### src/hdl/plmc_pkg.sv
package plmc_pkg;
  // Management register indices
  localparam logic [4:0]  PLMC_LINK_CTRL_IDX = 5'h10;
  localparam logic [4:0]  PLMC_MODE_CTRL_IDX = 5'h11;
  // Link control fields
  localparam int          LC_SPD_CTRL_LSB    = 8;
  localparam int          LC_LB_THR_LSB      = 4;
  localparam int          LC_LB_EN_BIT       = 3;
  localparam int          LC_PWR_DIS_BIT     = 2;
  localparam int          LC_LOGIC_RESET_BIT_BIT        = 0;
  localparam logic [15:0] LC_WMASK           = 16'h033D;
  localparam logic [15:0] LC_RMASK           = 16'h033D;
  localparam logic [15:0] LC_RESET           = 16'h0020;
  // Mode control/status fields
  localparam int          MC_ED_SHORT_BIT    = 15;
  localparam int          MC_FAST_TEST_BIT   = 14;
  localparam int          MC_EDPD_EN_BIT     = 13;
  localparam int          MC_EDPD_NLP_BIT    = 12;
  localparam int          MC_SPD_OPT_EN_BIT  = 7;
  localparam int          MC_NP_EN_BIT       = 6;
  localparam int          MC_MDIX_DIS_BIT    = 5;
  localparam int          MC_AUTO_NP_DIS_BIT = 4;
  localparam int          MC_ENERGY_BIT      = 1;
  localparam int          MC_SEMI_XOVER_BIT  = 0;
  localparam logic [15:0] MC_WMASK           = 16'hF0F1;
  localparam logic [15:0] MC_RMASK           = 16'hF0F3;
  localparam logic [15:0] MC_RESET           = 16'h0040;
  localparam logic        ENERGY_HW_RESET    = 1'b1;
  // Speed optimizer attempt counts per code
  localparam logic [2:0]  ATTEMPTS_CODE0     = 3'h7;
  localparam logic [2:0]  ATTEMPTS_CODE1     = 3'h5;
  localparam logic [2:0]  ATTEMPTS_CODE2     = 3'h4;
  localparam logic [2:0]  ATTEMPTS_CODE3     = 3'h3;
endpackage

### src/hdl/plmc_regs.sv
// Functional notes
// - Two-bit code sets attempts before speed downshift: 7, 5, 4, 3; resets 00.
// - Speed optimizer runs only while its enable bit 7 is one; resets off.
// - Two-bit idle-error link-break threshold code; resets to 10.
// - Link break on idle errors only while bit 3 is one; resets off.
// - Bit 2 one disables automatic power optimization; zero keeps it on.
// - Writing one to bit 0 issues a synchronous logic reset; registers untouched.
// - Logic-reset bit is never self-cleared; it keeps the last written value.
// - Bit 15 selects short energy detection; resets to normal.
// - Bit 14 enables 10BASE-T fast test mode; resets off.
// - Energy-detect power-down allowed only while bit 13 is one; resets off.
// - Bit 12 one keeps link pulses during power-down; zero sends none.
// - Next-page exchange allowed only while bit 6 is one; resets to one.
// - Bit 5 one disables auto crossover in favour of manual selection.
// - Bit 4 stops automatic next-page exchange; advertisement next-page bit decides.
// - Auto next-page off and advertised next-page zero sends base page only.
// - Read-only energy-present bit follows the line; hardware reset forces one.
// - Software reset clears the energy-present bit.
// - Energy present at software reset raises the energy event flag.
// - Bit 0 of mode control turns semi-crossover on; resets off.
// - Manual pair mapping per channel pair applies only while crossover disabled.
`timescale 1ns/1ps
module plmc_regs
  import plmc_pkg::*;
#(
  parameter int ADDR_W = 5
) (
  input  wire logic              clock_i,
  input  wire logic              srst_i,
  input  wire logic              sw_reset_i,
  input  wire logic [ADDR_W-1:0] mgmt_addr_i,
  input  wire logic              mgmt_wr_i,
  input  wire logic [15:0]       mgmt_wdata_i,
  input  wire logic              mgmt_rd_i,
  output logic      [15:0]       mgmt_rdata_o,
  output logic                   mgmt_rvalid_o,
  input  wire logic              line_energy_i,
  input  wire logic              adv_next_page_i,
  input  wire logic              mdix_sel_01_i,
  input  wire logic              mdix_sel_23_i,
  input  wire logic              auto_mdix_01_i,
  input  wire logic              auto_mdix_23_i,
  output logic      [2:0]        speed_opt_attempts_o,
  output logic                   speed_opt_enable_o,
  output logic      [1:0]        link_break_threshold_o,
  output logic                   link_break_enable_o,
  output logic                   power_opt_disable_o,
  output logic                   logic_reset_o,
  output logic                   logic_reset_bit_o,
  output logic                   energy_detect_short_mode_o,
  output logic                   tenbase_fast_test_enable_o,
  output logic                   energy_detect_powerdown_enable_o,
  output logic                   edpd_nlp_tx_o,
  output logic                   next_page_enable_o,
  output logic                   auto_xover_disable_o,
  output logic                   auto_next_page_disable_o,
  output logic                   base_page_only_o,
  output logic                   mdix_01_o,
  output logic                   mdix_23_o,
  output logic                   semi_xover_enable_o,
  output logic                   line_energy_present_o,
  output logic                   energy_event_flag_o
);

  if (ADDR_W < 5) begin : g_chk
    $error("ADDR_W must be at least 5");
  end

  typedef struct packed {
    logic [15:0] lc;
    logic [15:0] mc;
    logic        energy;
    logic        en_meta;
    logic        en_sync;
    logic        logic_reset_bit_pulse;
    logic        event_pulse;
    logic [2:0]  attempts;
    logic        base_only;
    logic        mdix01;
    logic        mdix23;
    logic [15:0] rdata;
    logic        rvalid;
  } plmc_state_s;

  plmc_state_s state_ff;
  plmc_state_s nxt_state;

  logic wr_lc;
  logic wr_mc;
  assign wr_lc = mgmt_wr_i && (mgmt_addr_i == ADDR_W'(PLMC_LINK_CTRL_IDX));
  assign wr_mc = mgmt_wr_i && (mgmt_addr_i == ADDR_W'(PLMC_MODE_CTRL_IDX));

  always_comb begin
    nxt_state = state_ff;
    nxt_state.en_meta = line_energy_i;
    nxt_state.en_sync = state_ff.en_meta;
    nxt_state.logic_reset_bit_pulse = 1'b0;
    nxt_state.event_pulse = 1'b0;
    nxt_state.rvalid = 1'b0;
    if (sw_reset_i) begin
      nxt_state.lc = LC_RESET;
      nxt_state.mc = MC_RESET;
      nxt_state.energy = 1'b0;
      nxt_state.event_pulse = state_ff.energy;
    end else begin
      nxt_state.energy = state_ff.en_sync;
      if (wr_lc) begin
        nxt_state.lc = mgmt_wdata_i & LC_WMASK;
        nxt_state.logic_reset_bit_pulse = mgmt_wdata_i[LC_LOGIC_RESET_BIT_BIT];
      end
      if (wr_mc) begin
        nxt_state.mc = mgmt_wdata_i & MC_WMASK;
      end
    end
    case (state_ff.lc[LC_SPD_CTRL_LSB +: 2])
      2'b00:   nxt_state.attempts = ATTEMPTS_CODE0;
      2'b01:   nxt_state.attempts = ATTEMPTS_CODE1;
      2'b10:   nxt_state.attempts = ATTEMPTS_CODE2;
      2'b11:   nxt_state.attempts = ATTEMPTS_CODE3;
      default: nxt_state.attempts = ATTEMPTS_CODE0;
    endcase
    nxt_state.base_only = state_ff.mc[MC_AUTO_NP_DIS_BIT] && !adv_next_page_i;
    nxt_state.mdix01 = state_ff.mc[MC_MDIX_DIS_BIT] ? mdix_sel_01_i
                                                    : auto_mdix_01_i;
    nxt_state.mdix23 = state_ff.mc[MC_MDIX_DIS_BIT] ? mdix_sel_23_i
                                                    : auto_mdix_23_i;
    if (mgmt_rd_i) begin
      nxt_state.rvalid = 1'b1;
      if (mgmt_addr_i == ADDR_W'(PLMC_LINK_CTRL_IDX)) begin
        nxt_state.rdata = state_ff.lc & LC_RMASK;
      end else if (mgmt_addr_i == ADDR_W'(PLMC_MODE_CTRL_IDX)) begin
        nxt_state.rdata = (state_ff.mc & MC_RMASK)
                        | (16'(state_ff.energy) << MC_ENERGY_BIT);
      end else begin
        nxt_state.rdata = 16'h0000;
      end
    end
  end

  always_ff @(posedge clock_i) begin
    if (srst_i) begin
      state_ff             <= '0;
      state_ff.lc          <= LC_RESET;
      state_ff.mc          <= MC_RESET;
      state_ff.energy      <= ENERGY_HW_RESET;
      state_ff.en_meta     <= ENERGY_HW_RESET;
      state_ff.en_sync     <= ENERGY_HW_RESET;
      state_ff.attempts    <= ATTEMPTS_CODE0;
    end else begin
      state_ff <= nxt_state;
    end
  end

  // Outputs straight from state
  assign mgmt_rdata_o                     = state_ff.rdata;
  assign mgmt_rvalid_o                    = state_ff.rvalid;
  assign speed_opt_attempts_o             = state_ff.attempts;
  assign speed_opt_enable_o               = state_ff.mc[MC_SPD_OPT_EN_BIT];
  assign link_break_threshold_o           = state_ff.lc[LC_LB_THR_LSB +: 2];
  assign link_break_enable_o              = state_ff.lc[LC_LB_EN_BIT];
  assign power_opt_disable_o              = state_ff.lc[LC_PWR_DIS_BIT];
  assign logic_reset_o                    = state_ff.logic_reset_bit_pulse;
  assign logic_reset_bit_o                = state_ff.lc[LC_LOGIC_RESET_BIT_BIT];
  assign energy_detect_short_mode_o       = state_ff.mc[MC_ED_SHORT_BIT];
  assign tenbase_fast_test_enable_o       = state_ff.mc[MC_FAST_TEST_BIT];
  assign energy_detect_powerdown_enable_o = state_ff.mc[MC_EDPD_EN_BIT];
  assign edpd_nlp_tx_o                    = state_ff.mc[MC_EDPD_NLP_BIT];
  assign next_page_enable_o               = state_ff.mc[MC_NP_EN_BIT];
  assign auto_xover_disable_o             = state_ff.mc[MC_MDIX_DIS_BIT];
  assign auto_next_page_disable_o         = state_ff.mc[MC_AUTO_NP_DIS_BIT];
  assign base_page_only_o                 = state_ff.base_only;
  assign mdix_01_o                        = state_ff.mdix01;
  assign mdix_23_o                        = state_ff.mdix23;
  assign semi_xover_enable_o              = state_ff.mc[MC_SEMI_XOVER_BIT];
  assign line_energy_present_o            = state_ff.energy;
  assign energy_event_flag_o              = state_ff.event_pulse;

  // Checks
  property p_logic_reset_bit_pulse;
    @(posedge clock_i) disable iff (srst_i)
      (wr_lc && !sw_reset_i && mgmt_wdata_i[LC_LOGIC_RESET_BIT_BIT]) |=> logic_reset_o && logic_reset_bit_o;
  endproperty
  a_logic_reset_bit_pulse: assert property (p_logic_reset_bit_pulse) else $error("logic reset pulse missing");

  property p_logic_reset_bit_hold;
    @(posedge clock_i) disable iff (srst_i)
      (!wr_lc && !sw_reset_i) |=> $stable(logic_reset_bit_o) && !logic_reset_o;
  endproperty
  a_logic_reset_bit_hold: assert property (p_logic_reset_bit_hold) else $error("logic reset bit changed alone");

  property p_attempts;
    @(posedge clock_i) disable iff (srst_i)
      (wr_lc && !sw_reset_i && mgmt_wdata_i[LC_SPD_CTRL_LSB +: 2] == 2'b11)
        ##1 !wr_lc && !sw_reset_i |=> speed_opt_attempts_o == 3'h3;
  endproperty
  a_attempts: assert property (p_attempts) else $error("attempt count wrong");

  property p_sw_energy;
    @(posedge clock_i) disable iff (srst_i)
      sw_reset_i |=> !line_energy_present_o && !speed_opt_enable_o && next_page_enable_o;
  endproperty
  a_sw_energy: assert property (p_sw_energy) else $error("energy not cleared");

  property p_event;
    @(posedge clock_i) disable iff (srst_i)
      ##1 energy_event_flag_o == $past(sw_reset_i && line_energy_present_o);
  endproperty
  a_event: assert property (p_event) else $error("energy event wrong");

  property p_hw_defaults;
    @(posedge clock_i) disable iff (1'b0)
      srst_i |=> line_energy_present_o && next_page_enable_o
                 && link_break_threshold_o == 2'b10 && !link_break_enable_o;
  endproperty
  a_hw_defaults: assert property (p_hw_defaults) else $error("reset values wrong");

  property p_base_page;
    @(posedge clock_i) disable iff (srst_i)
      (auto_next_page_disable_o && !adv_next_page_i) |=> base_page_only_o;
  endproperty
  a_base_page: assert property (p_base_page) else $error("base page only missing");

  property p_mdix;
    @(posedge clock_i) disable iff (srst_i)
      (!auto_xover_disable_o) |=> mdix_01_o == $past(auto_mdix_01_i)
                                   && mdix_23_o == $past(auto_mdix_23_i);
  endproperty
  a_mdix: assert property (p_mdix) else $error("manual mapping leaked");

  property p_reserved;
    @(posedge clock_i) disable iff (srst_i)
      (mgmt_rd_i && mgmt_addr_i == ADDR_W'(PLMC_LINK_CTRL_IDX))
        |=> mgmt_rvalid_o && (mgmt_rdata_o & ~LC_RMASK) == 16'h0000;
  endproperty
  a_reserved: assert property (p_reserved) else $error("reserved bit set");

  property p_energy_on;
    @(posedge clock_i) disable iff (srst_i)
      (!sw_reset_i && line_energy_i) [*3] |=> line_energy_present_o;
  endproperty
  a_energy_on: assert property (p_energy_on) else $error("energy bit missing");

  property p_energy_off;
    @(posedge clock_i) disable iff (srst_i)
      (!sw_reset_i && !line_energy_i) [*3] |=> !line_energy_present_o;
  endproperty
  a_energy_off: assert property (p_energy_off) else $error("energy bit stuck");

  property p_read_energy;
    @(posedge clock_i) disable iff (srst_i)
      (mgmt_rd_i && mgmt_addr_i == ADDR_W'(PLMC_MODE_CTRL_IDX))
        |=> mgmt_rvalid_o && mgmt_rdata_o[MC_ENERGY_BIT] == $past(line_energy_present_o);
  endproperty
  a_read_energy: assert property (p_read_energy) else $error("energy read wrong");

  property p_read_other;
    @(posedge clock_i) disable iff (srst_i)
      (mgmt_rd_i && mgmt_addr_i != ADDR_W'(PLMC_LINK_CTRL_IDX)
                 && mgmt_addr_i != ADDR_W'(PLMC_MODE_CTRL_IDX))
        |=> mgmt_rvalid_o && mgmt_rdata_o == 16'h0000;
  endproperty
  a_read_other: assert property (p_read_other) else $error("stray read nonzero");

  property p_write_other;
    @(posedge clock_i) disable iff (srst_i)
      (mgmt_wr_i && !wr_lc && !wr_mc && !sw_reset_i)
        |=> $stable(state_ff.lc) && $stable(state_ff.mc);
  endproperty
  a_write_other: assert property (p_write_other) else $error("stray write landed");

  property p_lc_write;
    @(posedge clock_i) disable iff (srst_i)
      (wr_lc && !sw_reset_i)
        |=> {link_break_threshold_o, link_break_enable_o, power_opt_disable_o,
             logic_reset_bit_o}
            == $past({mgmt_wdata_i[LC_LB_THR_LSB +: 2], mgmt_wdata_i[LC_LB_EN_BIT],
                      mgmt_wdata_i[LC_PWR_DIS_BIT], mgmt_wdata_i[LC_LOGIC_RESET_BIT_BIT]});
  endproperty
  a_lc_write: assert property (p_lc_write) else $error("link write lost");

  property p_mc_write;
    @(posedge clock_i) disable iff (srst_i)
      (wr_mc && !sw_reset_i)
        |=> {energy_detect_short_mode_o, tenbase_fast_test_enable_o,
             energy_detect_powerdown_enable_o, edpd_nlp_tx_o, speed_opt_enable_o,
             next_page_enable_o, auto_xover_disable_o, auto_next_page_disable_o,
             semi_xover_enable_o}
            == $past({mgmt_wdata_i[MC_EDPD_NLP_BIT +: 4],
                      mgmt_wdata_i[MC_AUTO_NP_DIS_BIT +: 4],
                      mgmt_wdata_i[MC_SEMI_XOVER_BIT]});
  endproperty
  a_mc_write: assert property (p_mc_write) else $error("mode write lost");

  property p_mdix_manual;
    @(posedge clock_i) disable iff (srst_i)
      auto_xover_disable_o |=> mdix_01_o == $past(mdix_sel_01_i)
                               && mdix_23_o == $past(mdix_sel_23_i);
  endproperty
  a_mdix_manual: assert property (p_mdix_manual) else $error("manual map ignored");

  property p_base_off;
    @(posedge clock_i) disable iff (srst_i)
      (!auto_next_page_disable_o || adv_next_page_i) |=> !base_page_only_o;
  endproperty
  a_base_off: assert property (p_base_off) else $error("base page only wrongly set");

  c_logic_reset_bit:  cover property (@(posedge clock_i) disable iff (srst_i) logic_reset_o);
  c_event: cover property (@(posedge clock_i) disable iff (srst_i) energy_event_flag_o);
  c_read:  cover property (@(posedge clock_i) disable iff (srst_i)
                           mgmt_rvalid_o && mgmt_rdata_o[MC_ENERGY_BIT]);
  c_base:  cover property (@(posedge clock_i) disable iff (srst_i) base_page_only_o);
  c_mdix:  cover property (@(posedge clock_i) disable iff (srst_i)
                           auto_xover_disable_o && mdix_01_o);

endmodule

### config.mk
export PLATFORM = sky130hd
export DESIGN_NAME = plmc_regs
export DESIGN_NICKNAME = d
export VERILOG_FILES = /design/src/hdl/plmc_pkg.sv /design/src/hdl/plmc_regs.sv
export SDC_FILE = /design/constraint.sdc
export NUM_CORES = 1
export LEC_CHECK = 0
export ABC_AREA = 1
export BUFFER_PORTS_ARGS = -buffer_cell sky130_fd_sc_hd__buf_2
export CAP_MARGIN = 20
export CELL_PAD_IN_SITES_DETAIL_PLACEMENT = 1
export CELL_PAD_IN_SITES_GLOBAL_PLACEMENT = 1
export CORE_MARGIN = 2
export CORE_UTILIZATION = 33
export DETAILED_ROUTE_END_ITERATION = 8
export PLACE_DENSITY_LB_ADDON = 0.1
export SKIP_LAST_GASP = 1
export SLEW_MARGIN = 30
export SYNTH_ARGS = -nofsm -noshare
export SYNTH_HDL_FRONTEND = slang
export SYNTH_SLANG_ARGS = --single-unit
### constraint.sdc
create_clock -name clock_i -period 1.5 [get_ports clock_i]
set_clock_uncertainty 0.05 [all_clocks]
set_input_delay 0.225 -clock clock_i [delete_from_list [all_inputs] [get_ports clock_i]]
set_output_delay 0.225 -clock clock_i [all_outputs]
set_load 0.01 [all_outputs]
==> results.txt <==
----------------------------------------------------
[Status]
  Status ... completed

[Clock tree]
  Clock Sink Count ... 42
  Clock-pin slew on the worst setup and hold paths ... 80 ps
  Longest Clk Path Bufs ... 2
  Maximum level of the CTS H-tree ... 2
  Clock latency on the worst-skew pair ... 290 ps
  Number of hold buffers added after cts ... 0
  Setup bufs post-CTS ... 0
  Clock tree from TritonCTS ... done
  Number of clock buffers inserted by TritonCTS ... 5
  Cell at the root of the clock tree ... sky130_fd_sc_hd__clkbuf_8
  Post_cts resized ... 0

[Power]
  Net Sw Frac ... 24.55%
  Power spent charging and discharging nets ... 493.5 µW
  Comb pwr share ... 8.9%
  Total internal power ... 1.517 mW
  Proportion of power drawn by the clock network ... 34.1%
  P per Cell Area ... 930.2 mW/mm²
  Worst-case vdd ir drop ... 0.3795 mV
  Leakage power ... 1.115 nW
  Flop pwr share ... 56.9%

[Worst hold path]
  Type of the tightest min-delay check ... primary input to register

[Floorplan]
  Std-Cell Rows ... 27
  Overall die height ... 78.43 µm
  Starting density of the core ... 33.61%
  Placeable core area ... 0.005439 mm²
  Die outline width ... 78.43 µm
  Number of top-level pins ... 72
  Total Die Area ... 0.006150 mm²

[Critical path]
  Critical Path AT ... 1280 ps
  Highest-delay cell along the critical path ... sky130_fd_sc_hd__dfxtp_1
  Startpoint-to-endpoint class of the critical path ... register to register
  Cells along the critical path ... inv_1 -> ha_1 -> or2_2
  Nature of the critical path startpoint ... register
  Number of buffer and inverter instances along the worst setup path ... 1
  Cell type group with the largest total delay on the critical path ... flip-flops
  Required time at the endpoint of the critical path ... 1630 ps
  Slowest cell delay on critical path ... 360 ps
  Largest fanout on the critical path ... 3
  Category of the worst setup path capture point ... register

[Placement]
  Final weighted congestion in routability-driven placement ... 0.7110
  Cell total after placement ... 353
  Detailed placer's ending HPWL ... 3201 µm
  Port-buffer cells ... 66

[Yosys]
  Number of register bits inferred by synthesis ... 42
  Leading post-synthesis cells by cell area ... sky130_fd_sc_hd__dfxtp_1, sky130_fd_sc_hd__nand2_1, sky130_fd_sc_hd__buf_4
  Fraction of synthesized cell area taken by the top area cell type ... 46.00%
  Synth unique cells ... 25
  Post-synthesis cell type with the largest combined area ... sky130_fd_sc_hd__dfxtp_1
  Portion of the post-synthesis area used by sequential elements ... 46.00%
  Total number of yosys warnings ... 0
  Mapped Cells ... 238
  Mapped Avg Cell Area ... 7.681 µm²
  Area of the mapped netlist ... 0.001828 mm²

[Routing]
  Wire length per cell ... 11.82 µm
  Iter 0 DRT Violations ... 25
  Avg Vias per Cell ... 4.381
  Number of design rule violations left after detail routing ... 0
  Detailed-route wire length ... 4256 µm
  Via count ... 1577
  Residual antenna-violating net count after detailed routing ... 0
  1st-pass router iterations ... 4

[Job]
  Number of max-cap violations ... 0

[GRT]
  Aggregate global-route resource usage ... 15.07%
  Vias in the first global route ... 1555
  Overflow after GRT ... 0
  Number of antenna violations at the first check in global routing ... 0
  Largest net degree at the start of global routing ... 18
  First-pass GRT wire length ... 7217 µm

[Timing]
  Highest attainable clock frequency ... 0.8684 GHz
  Hold_ws ... 39.85 ps
  Final Cycle Share ... 76.77%
  Final number of hold-violating endpoints ... 0
  Final setup vio count ... 0
  Tmin final ... 1151 ps
  Unrepaired setup endpoints after global routing ... false
  Setup TNS ... 0 ps
  Number of max-slew violations in the final report ... 0

[Finish]
  Layout net count ... 322
  Number of standard cells in the layout, taps in and fillers out ... 360
  Signed area change from the synthesized netlist to the final layout ... 18.21%
  Antenna cell count ... 0
  Most common cell after layout, fill and taps aside ... sky130_fd_sc_hd__buf_2
  Top library cells by usage in the layout, fill and taps aside ... sky130_fd_sc_hd__buf_2, sky130_fd_sc_hd__nand2_1, sky130_fd_sc_hd__dfxtp_1
  Fraction of final layout cells sized beyond drive strength 1 ... 31.94%

----------------------------------------------------
==> synth_stat cells, drive strengths merged <==
master / n
a21oi: 10
buf: 25
clkbuf: 3
conb: 1
dfxtp: 42
ha: 2
inv: 25
nand2: 51
nand3: 16
nand4: 8
nor2: 43
nor3: 1
o21ai: 8
or2: 3
==> power groups by stage <==
| stage | clock, mW | combinational [mW] | sequential (mW) |
|---|---|---|---|
| 3_3_place_gp | 0 | 0.182 | 1.17 |
| 4_1_cts | 0.726 | 0.184 | 1.14 |
| 5_1_grt | 0.781 | 0.203 | 1.15 |
| 2_1_floorplan | 0 | 0.101 | 1.17 |
| 6_report | 0.686 | 0.180 | 1.14 |
| 3_5_place_dp | 0 | 0.183 | 1.17 |
==> routing by layer <==
| metal | vias to the layer above | routed length [µm] | GRT usage [%] |
|---|---|---|---|
| met5 | - | 0 | 0 |
| met3 | 5 | 249 | 3.563 |
| li1 | 816 | - | - |
| met1 | 716 | 2055 | 19.97 |
| met2 | 40 | 1899 | 23.79 |
| met4 | 0 | 51 | 5.789 |
==> through the flow <==
| stage | cell area [µm²] | util, % | power (mW) | setup WS [ps] |
|---|---|---|---|---|
| global placement | 2082 | 38.28 | 1.352 | 268.4 |
| finish | 2161 | 39.73 | 2.010 | 348.5 |
| global route | 2161 | 39.73 | 2.130 | 282.8 |
| floorplan | 1832 | - | 1.275 | 415.6 |
| CTS | 2161 | 39.73 | 2.055 | 333.7 |
| detailed placement | 2082 | 38.28 | 1.354 | 243.2 |
==> sequential cells by signal, summed over array words and instances, names as in the netlist, 2 cells and up <==
name and cells:
mgmt_rdata_o 14, speed_opt_attempts_o 3, state_ff 3, link_break_threshold_o 2
==> final timing paths <==
kind / from / to / slack, ps / cells past startpoint
worst min register to register: nxt_state[25]$_SDFF_PP1_ / state_ff[25]$_SDFF_PP1_ / 360 / 1
worst min-delay path: adv_next_page_i / base_page_only_o$_SDFF_PP0_ / 40 / 2
worst max register to register: state_ff[52]$_SDFFE_PP0P_ / speed_opt_attempts_o[1]$_SDFF_PP1_ / 350 / 3
worst max-delay path: state_ff[52]$_SDFFE_PP0P_ / speed_opt_attempts_o[1]$_SDFF_PP1_ / 350 / 3
==> layout make-up <==
class,instances,area [µm²]
Clock buffer,5,68.82
Clock inverter,2,10.01
Fill cell,720,3278
Inverter,25,93.84
Multi-Input combinational cell,144,696.9
Sequential cell,42,840.8
Tap cell,72,90.09
Timing Repair Buffer,70,360.3
==> cells by family (layout without fill, tap and decap cells) <==
logic type | after synthesis | in the layout | share of synthesized area, %
adders and majority gates | 2 | 2 | 1.369
AOI/OAI and AO/OA | 18 | 18 | 4.928
buffers and inverters | 53 | 102 | 16.08
DFF | 42 | 42 | 46.00
and+or+nand+nor | 122 | 122 | 31.42
other | 1 | 2 | 0.2051
Note: power is estimated with default switching activity, not from simulation.
